**src/design/dq_spi_defs.vh**
```
// constants for the dual-quad serial flash phase sequencer
// How it works
// single output drives both serial outputs, serial inputs ignored.
// single output repeats until chip select rises.
// quad program and quad output read addresses ride only IO0 and IO4.
// in quad mode hold and write-protect pin functions are disabled.
// quad output read address goes to latency if nonzero, else output.
// quad input moves four bits per cycle, address/mode or program data.
// host raises chip select after program data; interface returns to standby.
// quad I/O read address/mode goes to latency if configured, else output.
// two-bit latency code sets mode and latency cycles per read type.
// during quad latency the device neither samples nor drives IO.
// host releases IO by the falling edge ending the last latency cycle.
// after the final quad latency cycle go to quad output.
// quad output returns eight bits per cycle over both quad groups; code puts the same nibble on both groups each edge.
// quad output continues until chip select rises.
// DDR address/mode: eight bits rising, four falling; DDR latency follows. Code takes four bits on each edge.
// host drives no IO during DDR latency.
// training pattern, when enabled, drives all IO in last four DDR latency cycles.
// host keeps training pattern off below five latency cycles.
// DDR quad output drives both edges until chip select rises.
// quad enable bit gates quad commands; defaults to one.
// modifying commands need clock count multiple of 8, else silently ignored.
// no command accepted during power-on initialization.
// commands start with 8-bit instruction, MSB first, on rising edges.
// chip select high keeps interface in standby, inputs ignored.
// host drives identical instruction, address and mode on both groups.
// chip select rising aborts any phase, releases IO, returns to standby.
`ifndef DQ_SPI_DEFS_VH
`define DQ_SPI_DEFS_VH

`define CMD_READ        8'h03
`define CMD_QUAD_OUT_RD 8'h6B
`define CMD_QIOR        8'hEB
`define CMD_DDRQIOR     8'hED
`define CMD_QUAD_PROG   8'h32
`define CMD_PP          8'h02
`define CMD_SE          8'hD8
`define CMD_WR_REGS     8'h01
`define CMD_BE          8'h60
`define ADDR_BITS       6'd24
`define MODE_BITS       4'd8
`define CFG_LC_HI       7
`define CFG_LC_LO       6
`define CFG_QUAD_BIT    1
`define CFG_RESET       8'h02
`define PAT_RESET       8'h34
`define TRAIN_CYCLES    5'd4
`define PU_TIME_US      300
`define CLK_MHZ         100
`define PU_CYCLES       (`PU_TIME_US * `CLK_MHZ)

`endif

```
**src/design/dq_spi_phases.v**
```verilog
// dual-quad serial flash interface phase sequencer
`include "dq_spi_defs.vh"
module dq_spi_phases #(
  parameter PU_CYCLES = `PU_CYCLES
) (
  input  wire        clk,
  input  wire        resetn,
  input  wire        sck,
  input  wire        cs_n,
  input  wire [7:0]  io_in,
  output reg  [7:0]  io_out,
  output reg  [7:0]  io_oe,
  input  wire [7:0]  cfg_wdata,
  input  wire        cfg_we,
  input  wire        train_en,
  input  wire [7:0]  train_pattern,
  output wire [7:0]  config_reg_one,
  output wire        quad_mode,
  output wire        hold_wp_active,
  output wire        ready,
  output wire [6:0]  phase,
  output reg  [7:0]  cmd_q,
  output reg  [31:0] addr_q,
  output reg         cmd_exec,
  output reg         cmd_ignored,
  output wire [7:0]  wr_data,
  output wire        wr_valid,
  input  wire        wr_ready,
  input  wire [7:0]  rd_data,
  input  wire        rd_valid,
  output reg         rd_ready
);
  ////////////////////////////////////////////////////////////////////
  localparam S_IDLE = 7'b0000001;
  localparam S_CMD  = 7'b0000010;
  localparam S_ADDR = 7'b0000100;
  localparam S_MODE = 7'b0001000;
  localparam S_LAT  = 7'b0010000;
  localparam S_OUT  = 7'b0100000;
  localparam S_DIN  = 7'b1000000;

  wire sck_s, cs_s;
  wire [7:0] io_s;
  sync2 u_sck (.clk(clk), .resetn(resetn), .init(1'b0), .d(sck), .q(sck_s));
  sync2 u_cs  (.clk(clk), .resetn(resetn), .init(1'b0), .d(cs_n), .q(cs_s));
  genvar gi;
  generate
    for (gi = 0; gi < 8; gi = gi + 1) begin : g_io
      sync2 u_io (.clk(clk), .resetn(resetn), .init(1'b0), .d(io_in[gi]), .q(io_s[gi]));
    end
  endgenerate

  reg        sck_q;
  reg [6:0]  st_q;
  reg [7:0]  cfg1_q;
  reg        new_q;
  reg [16:0] pu_q;
  reg [5:0]  bits_q;
  reg [4:0]  lat_q;
  reg [15:0] clks_q;
  reg        quad_q;
  reg        ddr_q;
  reg        sh_en_q;
  reg [7:0]  byte_q;
  reg        nib_q;
  reg        fin_q;
  wire rise = sck_s && !sck_q;
  wire fall = !sck_s && sck_q;
  wire cs_hi = cs_s;

  assign config_reg_one = cfg1_q;
  assign quad_mode      = cfg1_q[`CFG_QUAD_BIT];
  assign hold_wp_active = !cfg1_q[`CFG_QUAD_BIT];
  assign ready          = (pu_q == 17'd0);
  assign phase          = st_q;

  // latency cycles from the two-bit code, per read type
  function [4:0] lat_of;
    input [1:0] lc;
    input [7:0] cmd;
    begin
      case (cmd)
        `CMD_DDRQIOR: lat_of = 5'd5 + {3'd0, lc};
        `CMD_QIOR:    lat_of = (lc == 2'd3) ? 5'd0 : 5'd4 + {3'd0, lc};
        `CMD_QUAD_OUT_RD: lat_of = (lc == 2'd3) ? 5'd0 : 5'd8;
        default:      lat_of = 5'd0;
      endcase
    end
  endfunction
  wire [4:0] lat_n = lat_of(cfg1_q[`CFG_LC_HI:`CFG_LC_LO], cmd_q);
  wire is_mod = (cmd_q == `CMD_QUAD_PROG) || (cmd_q == `CMD_PP) || (cmd_q == `CMD_SE) ||
                (cmd_q == `CMD_WR_REGS) || (cmd_q == `CMD_BE);
  wire is_quad_cmd = (cmd_q == `CMD_QUAD_PROG) || (cmd_q == `CMD_QUAD_OUT_RD) ||
                     (cmd_q == `CMD_QIOR) || (cmd_q == `CMD_DDRQIOR);

  // program data into the fifo; in_ready is left open, so bytes that arrive while it is full are dropped
  data_fifo #(.WIDTH(8), .DEPTH(16), .AW(4)) u_fifo (
    .clk(clk), .resetn(resetn), .flush(1'b0),
    .in_data(byte_q), .in_valid(fin_q), .in_ready(),
    .out_data(wr_data), .out_valid(wr_valid), .out_ready(wr_ready)
  );

  ////////////////////////////////////////////////////////////////////
  always @(posedge clk) begin
    if (!resetn) begin
      sck_q       <= 1'b0;
      st_q        <= S_IDLE;
      cfg1_q      <= `CFG_RESET;
      // loaded in reset so ready never blips high right after release
      pu_q        <= PU_CYCLES[16:0];
      new_q       <= 1'b0;
      bits_q      <= 6'd0;
      lat_q       <= 5'd0;
      clks_q      <= 16'd0;
      quad_q      <= 1'b0;
      ddr_q       <= 1'b0;
      sh_en_q     <= 1'b0;
      byte_q      <= 8'h00;
      nib_q       <= 1'b0;
      fin_q       <= 1'b0;
      cmd_q       <= 8'h00;
      addr_q      <= 32'h00000000;
      cmd_exec    <= 1'b0;
      cmd_ignored <= 1'b0;
      io_out      <= 8'h00;
      io_oe       <= 8'h00;
      rd_ready    <= 1'b0;
    end else begin
      sck_q       <= sck_s;
      cmd_exec    <= 1'b0;
      cmd_ignored <= 1'b0;
      fin_q       <= 1'b0;
      rd_ready    <= 1'b0;
      if (!sh_en_q) begin
        pu_q    <= PU_CYCLES[16:0];
        sh_en_q <= 1'b1;
      end else if (pu_q != 17'd0) begin
        pu_q <= pu_q - 17'd1;
      end
      if (cfg_we && st_q == S_IDLE) cfg1_q <= cfg_wdata;
      if (cs_hi || !ready || !sh_en_q) begin
        // a frame may only start from a deselect seen while ready
        new_q  <= cs_hi && ready && sh_en_q;
        nib_q  <= 1'b0;
        if (st_q != S_IDLE && is_mod) begin
          if (clks_q[2:0] == 3'd0) cmd_exec <= 1'b1;
          else cmd_ignored <= 1'b1;
        end
        st_q   <= S_IDLE;
        io_oe  <= 8'h00;
        clks_q <= 16'd0;
        bits_q <= 6'd0;
      end else begin
        if (rise) clks_q <= clks_q + 16'd1;
        case (st_q)
          S_IDLE: if (new_q) begin
            st_q   <= S_CMD;
            bits_q <= 6'd0;
            new_q  <= 1'b0;
          end
          S_CMD: if (rise) begin
            cmd_q  <= {cmd_q[6:0], io_s[0]};
            bits_q <= bits_q + 6'd1;
            if (bits_q == 6'd7) begin
              bits_q <= 6'd0;
              addr_q <= 32'h00000000;
              st_q   <= S_ADDR;
            end
          end
          S_ADDR: begin
            if (bits_q == 6'd0 && !rise) begin
              quad_q <= (cmd_q == `CMD_QIOR) || (cmd_q == `CMD_DDRQIOR);
              ddr_q  <= (cmd_q == `CMD_DDRQIOR);
              // refused: idle until the host deselects
              if (is_quad_cmd && !quad_mode) st_q <= S_IDLE;
            end
            if (ddr_q && (rise || fall)) begin
              addr_q <= {addr_q[27:0], io_s[3:0]};
              bits_q <= bits_q + 6'd4;
            end else if (rise && quad_q) begin
              addr_q <= {addr_q[27:0], io_s[3:0]};
              bits_q <= bits_q + 6'd4;
            end else if (rise) begin
              addr_q <= {addr_q[30:0], io_s[0]};
              bits_q <= bits_q + 6'd1;
            end
            if ((rise || (ddr_q && fall)) && bits_q + (quad_q ? 6'd4 : 6'd1) == `ADDR_BITS) begin
              bits_q <= 6'd0;
              lat_q  <= lat_n;
              if (cmd_q == `CMD_QUAD_PROG) st_q <= S_DIN;
              else if (quad_q) st_q <= S_MODE;
              else if (lat_n == 5'd0) st_q <= S_OUT;
              else st_q <= S_LAT;
            end
          end
          S_MODE: if (rise || (ddr_q && fall)) begin
            bits_q <= bits_q + 6'd4;
            if (bits_q == 6'd4) begin
              bits_q <= 6'd0;
              if (lat_q == 5'd0) st_q <= S_OUT;
              else st_q <= S_LAT;
            end
          end
          S_LAT: begin
            io_oe <= 8'h00;
            if (ddr_q && train_en && lat_q <= `TRAIN_CYCLES) begin
              io_oe  <= 8'hFF;
              io_out <= {8{train_pattern[lat_q[2:0]]}};
            end
            if (fall) begin
              lat_q <= lat_q - 5'd1;
              if (lat_q == 5'd1) begin
                st_q     <= S_OUT;
                rd_ready <= 1'b1;
              end
            end
          end
          S_OUT: begin
            // outside DDR data changes on the falling edge so the host samples on rising
            if (fall || (ddr_q && rise)) begin
              nib_q <= ~nib_q;
              if (cmd_q == `CMD_QUAD_OUT_RD || quad_q) begin
                io_oe  <= 8'hFF;
                io_out <= nib_q ? {rd_data[3:0], rd_data[3:0]} : {rd_data[7:4], rd_data[7:4]};
                if (nib_q) rd_ready <= rd_valid;
              end else begin
                io_oe  <= 8'h22;
                io_out <= {2'b00, rd_data[7-bits_q[2:0]], 3'b000, rd_data[7-bits_q[2:0]], 1'b0};
                bits_q <= bits_q + 6'd1;
                if (bits_q[2:0] == 3'd7) rd_ready <= rd_valid;
              end
            end
          end
          S_DIN: if (rise) begin
            byte_q <= {byte_q[3:0], io_s[3:0]};
            nib_q  <= ~nib_q;
            if (nib_q) fin_q <= 1'b1;
          end
          default: st_q <= S_IDLE;
        endcase
      end
    end
  end
endmodule // dq_spi_phases

```
**src/design/sync2.v**
```verilog
// two-flop synchroniser for one level
module sync2 (
  input  wire clk,
  input  wire resetn,
  input  wire init,
  input  wire d,
  output reg  q
);
  reg meta_q;
  always @(posedge clk) begin
    if (!resetn) begin
      meta_q <= 1'b0;
      q      <= 1'b0;
    end else begin
      meta_q <= d;
      q      <= meta_q;
    end
  end
  // init unused at reset: reset values are constants; level settles in two edges
  wire unused_init = init;
endmodule // sync2

```
**src/design/data_fifo.v**
```verilog
// synchronous fifo with valid/ready on both sides
module data_fifo #(
  parameter WIDTH = 8,
  parameter DEPTH = 16,
  parameter AW    = 4
) (
  input  wire             clk,
  input  wire             resetn,
  input  wire             flush,
  input  wire [WIDTH-1:0] in_data,
  input  wire             in_valid,
  output wire             in_ready,
  output reg  [WIDTH-1:0] out_data,
  output wire             out_valid,
  input  wire             out_ready
);
  reg [WIDTH-1:0] mem [0:DEPTH-1];
  reg [AW:0]      wr_q;
  reg [AW:0]      rd_q;
  wire            empty = (wr_q == rd_q);
  wire            full  = (wr_q[AW-1:0] == rd_q[AW-1:0]) && (wr_q[AW] != rd_q[AW]);
  wire            push  = in_valid && !full;
  wire            pop   = out_valid && out_ready;
  assign in_ready  = !full;
  assign out_valid = !empty;
  always @* begin
    out_data = mem[rd_q[AW-1:0]];
  end
  always @(posedge clk) begin
    if (push) mem[wr_q[AW-1:0]] <= in_data;
  end
  always @(posedge clk) begin
    if (!resetn || flush) begin
      wr_q <= {(AW+1){1'b0}};
      rd_q <= {(AW+1){1'b0}};
    end else begin
      if (push) wr_q <= wr_q + 1'b1;
      if (pop)  rd_q <= rd_q + 1'b1;
    end
  end
endmodule // data_fifo

```
**config.mk**
```make
export PLATFORM = sky130hd
export DESIGN_NAME = dq_spi_phases
export DESIGN_NICKNAME = d
export VERILOG_FILES = /design/src/design/dq_spi_phases.v /design/src/design/sync2.v /design/src/design/data_fifo.v
export VERILOG_INCLUDE_DIRS = /design/src /design/src/design
export SDC_FILE = /design/constraint.sdc
export NUM_CORES = 1
export LEC_CHECK = 0
export BUFFER_PORTS_ARGS = -buffer_cell sky130_fd_sc_hd__buf_4
export CAP_MARGIN = 20
export CORE_UTILIZATION = 58
export DETAILED_ROUTE_END_ITERATION = 8
export GPL_TIMING_DRIVEN = 0
export PLACE_DENSITY = 0.89
export SLEW_MARGIN = 10
export SYNTH_ARGS = -nofsm -noshare
export SYNTH_HDL_FRONTEND = slang
export SYNTH_HIERARCHICAL = 1
export SYNTH_SLANG_ARGS = --single-unit
```
**constraint.sdc**
```tcl
create_clock -name clk -period 2.95 [get_ports clk]
set_input_delay 0.1475 -clock clk [delete_from_list [all_inputs] [get_ports clk]]
set_output_delay 0.1475 -clock clk [all_outputs]
set_load 0.005 [all_outputs]
```
After elaboration in Yosys (flattened, before gate mapping):

Memories as Yosys holds them, arrays and structs flattened. A register that Yosys moved wholly into a read port is not among the register bits.
Cells that the tools add are included.

* memories: 1
* bits in read-only memories: 0
* output and inout bits: 86
* input bits: 40
* latch bits: 0
* logic and storage cells: 237
* bits in writable memories: 128
* bits in registers: 155

Memories
* u_fifo.mem: words 16, bits a word 8, rd ports 1, clocked after memory_dff 1, write ports 1, line data_fifo.v:17 `reg [WIDTH-1:0] mem [0:DEPTH-1];`

* magnitude comparators: 3
* $mul: 0
* shift operators: 0
* equality and inequality tests: 41
* muxes and demuxes: 73
* divide/modulo/power cells: 0
* bitwise logic cells: 6
* $add $sub $neg: 11
* reduce and logical (&&, ||, !) cells: 67

Operator list (number)
* 32-bit two-way mux: 5
* 6-bit two-way mux: 14
* 7-bit two-way mux: 11
* 32-bit case mux with 2 select lines: 1
* 8-bit two-way mux: 7
* 7-bit case mux with 6 select lines: 1
* 32-bit by 4-bit less-than comparator with 1-bit output, second input constant: 1
* 8-bit case mux with 2 select lines: 2
* 6-bit case mux with 5 select lines: 1
* 8-bit equality test, second input constant: 3
* 2-bit != test, second input constant: 12
* 1-bit logical AND: 18
* 1-bit two-way mux: 18
* 17-bit logical NOT: 1
* 17-bit nonzero test: 1
* 17-bit by 1-bit subtractor with 17-bit output, second input constant: 1
* 16-bit by 1-bit adder with 16-bit output, second input constant: 1
* 8-bit by 7-bit equality test with 1-bit output, second input constant: 2
* 4-bit two-way mux: 4
* 3-bit AND reduction: 5
* 1-bit logical OR: 14
* 6-bit by 3-bit equality test with 1-bit output, second input constant: 2
* 4-bit case mux with 3 select lines: 1
* 5-bit by 1-bit adder with 5-bit output, second input constant: 2
* 48 further kinds: 73

Depth between registers and ports, before layout:

Gate-level depths: netlist (run 1).

* depth in word-level cells: 9
* mapped depth: 10
* depth with buffers taken out: 9

By module:

The synthesis (run 1) kept the hierarchy.

By module, submodules not included
* dq_spi_phases: instances 1, area an instance 6332.3 um^2, sequential area each 2202.1 um^2, cells each 817
* data_fifo: instances 1, area an instance 5819.3 um^2, sequential area each 4124.0 um^2, cells each 283
* sync2: instances 6, area an instance 52.6 um^2, sequential area each 40.0 um^2, cells each 4

Worst setup path after synthesis (run 1):

No wires, ideal clock.

* path kind: reg2reg
* from: register quad_q
* to: register bits_q[4]
* setup time: 0.117 ns
* required time: 2.833 ns
* path buffers: 0
* cell stages (with the launch flop): 10
* period minus slack after synthesis: 2.687 ns
* path slack: 0.263 ns
* arrival: 2.570 ns
* cell sequence: dfxtp_1 inv_1 ha_1 ha_1 or3b_2 a211oi_1 o211a_1 o32ai_1 or2_2 a32o_1

* word-level cells in the longest chain between the ends: 6
* elaborated cells between the ends (all ways): 13
* those cells by class: add/sub: 1; eq/ne: 3; mux: 5; reduce/logical: 4

Ends and longest elaborated chain
* from (decl): line dq_spi_phases.v:61 `reg quad_q;`
* from (signal assigned): line dq_spi_phases.v:172 `` quad_q <= (cmd_q == `CMD_QIOR) || (cmd_q == `CMD_DDRQIOR); ``
* 3-bit two-way mux: line dq_spi_phases.v:187 `` if ((rise || (ddr_q && fall)) && bits_q + (quad_q ? 6'd4 : 6'd1) == `ADDR_BITS) begin ``
* 6-bit by 3-bit adder with 6-bit output: line dq_spi_phases.v:187
* 6-bit by 5-bit equality test with 1-bit output (no source line)
* 1-bit logical AND (no source line)
* 5-bit != test (no source line) or 6-bit two-way mux (tied branches)
* 7-bit AND reduction (no source line) or 6-bit case mux with 5 select lines (tied branches)
* to (signal assigned): line dq_spi_phases.v:163 `bits_q <= bits_q + 6'd1;`
* to (signal assigned): line dq_spi_phases.v:179 `bits_q <= bits_q + 6'd4;`
* to (signal assigned): line dq_spi_phases.v:182 `bits_q <= bits_q + 6'd4;`
* to (decl): line dq_spi_phases.v:58 `reg [5:0] bits_q;`

Several ways; a longest one is shown, not always the timed one.
A chain may end at the register's enable or synchronous reset.

Worst setup path in the final report (run 1):

* from: register st_q[2] (netlist: phase[2])
* to: register cfg1_q[4] (netlist: config_reg_one[4])

* word-level cells in the longest chain between the ends: 2

Ends and longest elaborated chain
* from (decl): line dq_spi_phases.v:54 `reg [6:0] st_q;`
* from (signal assigned): line dq_spi_phases.v:107 `st_q <= S_IDLE;`
* from (signal assigned): line dq_spi_phases.v:149 `st_q <= S_IDLE;`
* from (signal assigned): line dq_spi_phases.v:157 `st_q <= S_CMD;`
* 7-bit by 1-bit equality test with 1-bit output: line dq_spi_phases.v:140 `if (cfg_we && st_q == S_IDLE) cfg1_q <= cfg_wdata;`
* 1-bit logical AND: line dq_spi_phases.v:140
* to (signal assigned): line dq_spi_phases.v:108 `` cfg1_q <= `CFG_RESET; ``
* to (signal assigned): line dq_spi_phases.v:140
* to (decl): line dq_spi_phases.v:55 `reg [7:0] cfg1_q;`

No other way between the ends.

==> results of run 1 <==
-- metal layers --
| layer | global-route usage [%] | up-vias | share of wire, % |
|---|---|---|---|
| met1 | 34.8 | 4737 | 40 |
| met5 | 0 | - | 0 |
| met2 | 50.6 | 438 | 51 |
| met4 | 8.25 | 0 | 2.1 |
| li1 | - | 4468 | - |
| met3 | 4.05 | 52 | 6.5 |
-- flip-flops by register name (all words and copies together) (netlist names), 3 cells and up, named ones only --
signal and cells:
addr_q 32, bits_q 6, byte_q 8, clks_q 3
cmd_q 8, config_reg_one 8, g_io.u_io/meta_q 4, g_io.u_io/q 4
io_out 4, lat_q 5, phase 7, pu_q 17
u_fifo/mem 128, u_fifo/rd_q 5, u_fifo/wr_q 5
-- synthesized netlist by cell type (all sizes together), types with 6 or more instances --
| cell | n |
|---|---|
| a211oi | 6 |
| a21oi | 97 |
| a31oi | 7 |
| and2 | 15 |
| and3 | 18 |
| buf | 32 |
| clkbuf | 45 |
| dfxtp | 136 |
| edfxtp | 128 |
| ha | 25 |
| inv | 29 |
| mux2i | 29 |
| mux4 | 44 |
| nand2 | 182 |
| nand2b | 11 |
| nand3 | 33 |
| nand4 | 8 |
| nor2 | 67 |
| nor2b | 8 |
| nor3 | 9 |
| nor4 | 14 |
| o211ai | 8 |
| o21ai | 21 |
| o22ai | 6 |
| or3 | 12 |
| xnor2 | 17 |
| xor2 | 15 |
-- cells by family (layout without fill, tap and decap cells) --
kind of cell | Yosys count | in the layout | share of synthesized area (%)
flops | 264 | 264 | 52.7
xor+xnor | 32 | 32 | 2.25
buf+inv | 107 | 300 | 4.25
fa+ha+maj | 25 | 25 | 2.51
other cells | 1 | 2 | 0.0301
compound gates | 201 | 201 | 10.2
simple gates | 416 | 416 | 16.7
mux | 78 | 78 | 11.5
-- metrics by stage --
stage | setup slack, ns | setup TNS [ns] | power, uW | cell area (um2)
2_1_floorplan | 0.263 | 0 | 4000 | 12500
3_3_place_gp | -0.180 | -3.32 | 4070 | 13700
3_5_place_dp | -0.224 | -5.32 | 4080 | 13700
4_1_cts | -0.0243 | -0.149 | 7350 | 14800
5_1_grt | -0.0427 | -0.153 | 7530 | 14900
6_report | 0.0562 | 0 | 7320 | 14900
-- power groups by stage --
stage,logic (uW),registers (uW),clock network (uW)
finish,181,3840,3300
global route,197,3840,3490
CTS,178,3840,3330
detailed placement,157,3920,0
global placement,154,3920,0
floorplan,80.6,3920,0
-- tightest hold or removal path, stage by stage --
cell and delay, ns:
clkbuf_1 0.18, nand3_1 0.13, a21oi_1 0.05
-- worst min path at each step --
stage | startpoint | slack (ns) | cells past startpoint | endpoint
6_report | cfg_we | 0.02 | 3 | config_reg_one[5]
5_1_grt | cfg_we | 0.04 | 3 | config_reg_one[3]
4_1_cts | cfg_we | 0.0006 | 3 | config_reg_one[3]
3_5_place_dp | sck | 0.36 | 2 | u_sck/meta_q
3_3_place_gp | cs_n | 0.35 | 2 | u_cs/meta_q
2_1_floorplan | resetn | 0.18 | 0 | sh_en_q
-- what timing repair did --
item                                    4_1_cts  5_1_grt
hold buffers                                 19        0
endpoints found under the hold margin        18        0
endpoints found under the setup margin       61       52
gates resized for setup                       4       31
buffers inserted                              2        4
pin swaps                                     0        3
-- cell type report --
cell class	count	area (um2)	area share, %
buffer	77	427	2.86
clock inverter	14	113	0.755
inverter	30	113	0.755
timing repair buffer	145	1140	7.61
multi-input combinational	754	5470	36.6
tap	275	344	2.31
clock buffer	34	753	5.05
sequential	264	6570	44.0
==> impl_metrics.ini, run 1 <==
[status]
status = complete, no violations

[synthesis]
ys_seq_elements = 264
synth-edff-count = 128
synth_top_area_share_pct = 30.8
synth_seq_area_share_pct = 52.7
ys_async_sr_fraction_pct = 0
syn_avg_cell_area_um2 = 11.1
ys_types = 87
synth_flop_cell = dfxtp_1
syn_inst = 1124
netlist_area_um2 = 12500
synth-warning-count = 6
yosys.area.top_type = edfxtp_1
yosys-top-cells-area = edfxtp_1 (31%), dfxtp_1 (22%), nand2_1 (5.5%), mux4_1 (5.1%), a21oi_1 (3.9%)

[sta]
fmaxAchievable_mhz = 346
period_needed_ns = 2.89
holdWs_ns = 0.0160
fin_crit_sh_pct = 98.1
slew_headroom_pct = 38.1
finalSetupViolCount = 0
finClkSkew_ns = 0.0205
finalMaxSlewViolations = 0
tightestPinTransition_ns = 0.929
hold_violations = 0

[power]
clock_power_share_pct = 45.0
p_sw_share_pct = 20.6
ir_drop_uv = 383
p_switching_uw = 1510
power_frac_seq_pct = 52.5
p_comb_share_pct = 2.5
leakagePower_uw = 0.00543
intPower_uw = 5810
p_per_area_nw_per_um2 = 490

[route]
post_drt_wl_per_cell_um = 19.5
wl_um = 31100
routed_via_density = 6.09
vias = 9695
drc_errors = 0
drt_pass1_iterations = 5
drt_iter0_drc = 798
ant_nets = 0

[critical_path]
end_kind = register
r2r-end = config_reg_one[4]
cp.depth = 7
rrSetupSlack_ns = 0.06
cp-startpoint = phase[2]
crit_fanout = 10
crit_chain = or4_4, or2_4, nor3_1, clkbuf_2, nand3_1, dlygate4sd3_1, a21oi_1
worstPathBufferInverterCount = 2
crit_path_end = config_reg_one[4]
cp_data_arrival_time_ns = 3.36
critPathMaxStageDelay_ns = 0.59
worst_setup_path_start_kind = register
reg2regPathDepth = 7
cp_top_family = simple AND/OR/NAND/NOR gates
worstSetupPathType = reg -> reg
required_ns = 3.42
r2r_start = phase[2]
crit_slowest_cell = dlygate4sd3_1

[layout]
area_delta_synth_final_pct = 19.7
layout.nets = 1363
layout_commonest_cell = nand2_1
finish.utilization_pct = 71.0
finalNonFillerCells = 1593
diodes = 0
final_layout_size_suffix_gt1_share_pct = 19.7
final_cell_mix = nand2_1 (182), buf_4 (138), dfxtp_1 (134)
n_fill_cell = 1404

[global_routing]
track_usage_pct = 28.1
grt_max_degree = 22
antenna_found_initial = 0
grt_remaining_overflow = 0
grt_pass1_vias = 9272
grt_first_pass_wirelength_um = 48400

[worst_hold_path]
hold_class = in -> reg

[cts]
clkSinkCount = 264
cts.reportedPaths.clkPinSlew_ns = 0.07
ctsLongestPathBuffers = 3
cts_tree = yes
clock_latency_ns = 0.55
cts_htree_levels = 1
root_buffer = clkbuf_16
cts_buffers = 26

[floorplanning]
fp.dieW_um = 149
die-area_um2 = 22100
start_util_pct = 59.3
die_h_um = 149
num_io_pins = 126
rows = 53
core-area_um2 = 21000

[placed_design]
globalplace.congestion = 0.953
place_hpwl_um = 21400
dpl.cell_count = 1520
port_buffers = 120

[run]
drv_cap = 0
(Power assumes the default switching activity.)
==> inputs of run 2 (changes only) <==
==> constraint.sdc (replaced) <==
create_clock -name clk -period 2.95 [get_ports clk]
set_input_delay 0.885 -clock clk [delete_from_list [all_inputs] [get_ports clk]]
set_output_delay 0.885 -clock clk [all_outputs]
set_load 0.005 [all_outputs]
==> impl_metrics.ini, run 2 (same netlist as run 1, synthesis figures left out) <==
[status]
status = finished with violations
violations = negative setup slack

[layout]
diodes = 0
area_delta_synth_final_pct = 18.9
n_fill_cell = 1429
multiInputGateArea_um2 = 5430
largest_reg_flops = 128
layout.nets = 1346
final_cell_mix = nand2_1 (182), buf_4 (131), dfxtp_1 (131)
layout_commonest_cell = nand2_1
final_layout_size_suffix_gt1_share_pct = 22.4
finish.utilization_pct = 70.5
finalNonFillerCells = 1576
ff_latch_area_um2 = 6580

[power]
clock_power_share_pct = 45.2
p_sw_share_pct = 20.7
p_per_area_nw_per_um2 = 493
p_switching_uw = 1510
power_frac_seq_pct = 52.6
leakagePower_uw = 0.00536
intPower_uw = 5800
ir_drop_uv = 385
p_comb_share_pct = 2.2
p_total_uw = 7310

[critical_path]
cp_top_family = multiplexers
worst_setup_path_start_kind = register
r2r-end = bits_q[1]
critPathMaxStageDelay_ns = 0.58
r2r_start = quad_q
required_ns = 2.07
cp.depth = 5
end_kind = output pin
rrSetupSlack_ns = 0.06
worstPathBufferInverterCount = 3
crit_top_cell = buf_12
crit_chain = buf_12, buf_12, mux4_1, mux4_2, buf_6
crit_slowest_cell = mux4_1
crit_fanout = 8
worstSetupPathType = reg -> out
cp_data_arrival_time_ns = 2.42
crit_path_end = wr_data[0]
reg2regPathDepth = 9

[sta]
rsz0062_at_grt = yes
setup_ws_ns = -0.360
hold_violations = 0
tightestPinTransition_ns = 0.965
slew_headroom_pct = 35.6
period_needed_ns = 3.31
fin_crit_sh_pct = 112
finClkSkew_ns = 0.0214
finalSetupViolCount = 8
holdWs_ns = 0.429
fmaxAchievable_mhz = 302
finalMaxSlewViolations = 0

[floorplanning]
core-area_um2 = 21000
start_util_pct = 59.3
num_io_pins = 126
fp.dieW_um = 149
die_h_um = 149
rows = 53
die-area_um2 = 22100

[cts]
ctsLongestPathBuffers = 3
cts_tree = yes
clock_latency_ns = 0.55
clkSinkCount = 264
cts_buffers = 26
cts_htree_levels = 1
cts.reportedPaths.clkPinSlew_ns = 0.06
root_buffer = clkbuf_16

[route]
vias = 9571
drt_pass1_iterations = 5
drt_iter0_drc = 844
routed_via_density = 6.07
ant_nets = 0
drc_errors = 0
wl_um = 31400
post_drt_wl_per_cell_um = 19.9

[global_routing]
grt_max_degree = 22
track_usage_pct = 28.1
use_met1_pct = 35.7
busiest_layer = met2
met2_usage_pct = 49.9
grt_use_met3_pct = 3.99
grt_first_pass_wirelength_um = 48600
grt_pass1_vias = 9155
antenna_found_initial = 0
grt_remaining_overflow = 0

[run]
drv_cap = 0

[placed_design]
place_hpwl_um = 21400
globalplace.congestion = 0.953
port_buffers = 120
dpl.cell_count = 1520

[worst_hold_path]
hold_class = reg -> reg
## run 2: changes by cell type in the layout (fill, tap and decap cells not counted), sizes merged
cell	delta
buf	+2
dlygate4sd3	-19
## run 2: layer usage
layer | routed length (um) | vias up
met5 | 0 | -
met4 | 589 | 0
met3 | 2340 | 50
met2 | 16000 | 457
met1 | 12400 | 4652
li1 | - | 4412
## run 2: layout make-up
class                   instances  share of cell area (%)
flip-flops and latches        264                    44.3
plain buffers                  76                    3.03
clock buffers                  34                    5.08
inverters                      30                   0.759
clock inverters                14                   0.759
repair buffers                129                    7.13
well taps                     275                    2.32
multi-input cells             754                    36.6
## run 2: power by group through the flow
stage | combinational (uW) | sequential [uW] | clock, uW
CTS | 159 | 3840 | 3330
global placement | 154 | 3920 | 0
finish | 161 | 3840 | 3300
global route | 176 | 3840 | 3490
floorplan | 80.6 | 3920 | 0
detailed placement | 157 | 3920 | 0
## run 2: per-stage QoR
stage | area (um2) | setup slack, ns | setup TNS [ns]
after floorplan | 12500 | 0.263 | 0
after global placement | 13700 | -0.180 | -3.32
after detailed placement | 13700 | -0.224 | -5.34
after CTS | 14700 | -0.351 | -2.63
after global routing | 14800 | -0.394 | -2.84
final | 14800 | -0.360 | -2.48
## run 2: worst min-delay path by stage
stage	start	to	slack [ns]	cells after the start
6_report	u_cs/meta_q	u_cs/q	0.43	1
5_1_grt	u_cs/meta_q	u_cs/q	0.45	1
4_1_cts	u_cs/meta_q	u_cs/q	0.43	1
3_3_place_gp	clks_q[2]	cmd_exec	0.40	1
3_5_place_dp	g_io[2].u_io/meta_q	g_io[2].u_io/q	0.42	1
2_1_floorplan	clks_q[2]	cmd_exec	0.40	1
## run 2: timing repair
item | 4_1_cts | 5_1_grt
pin swaps | 3 | 3
endpoints found under the setup margin | 70 | 54
gates cloned | 1 | 2
endpoints found under the hold margin | 0 | 0
hold buffers | 0 | 0
buffers inserted | 6 | 0
gates resized for setup | 42 | 40
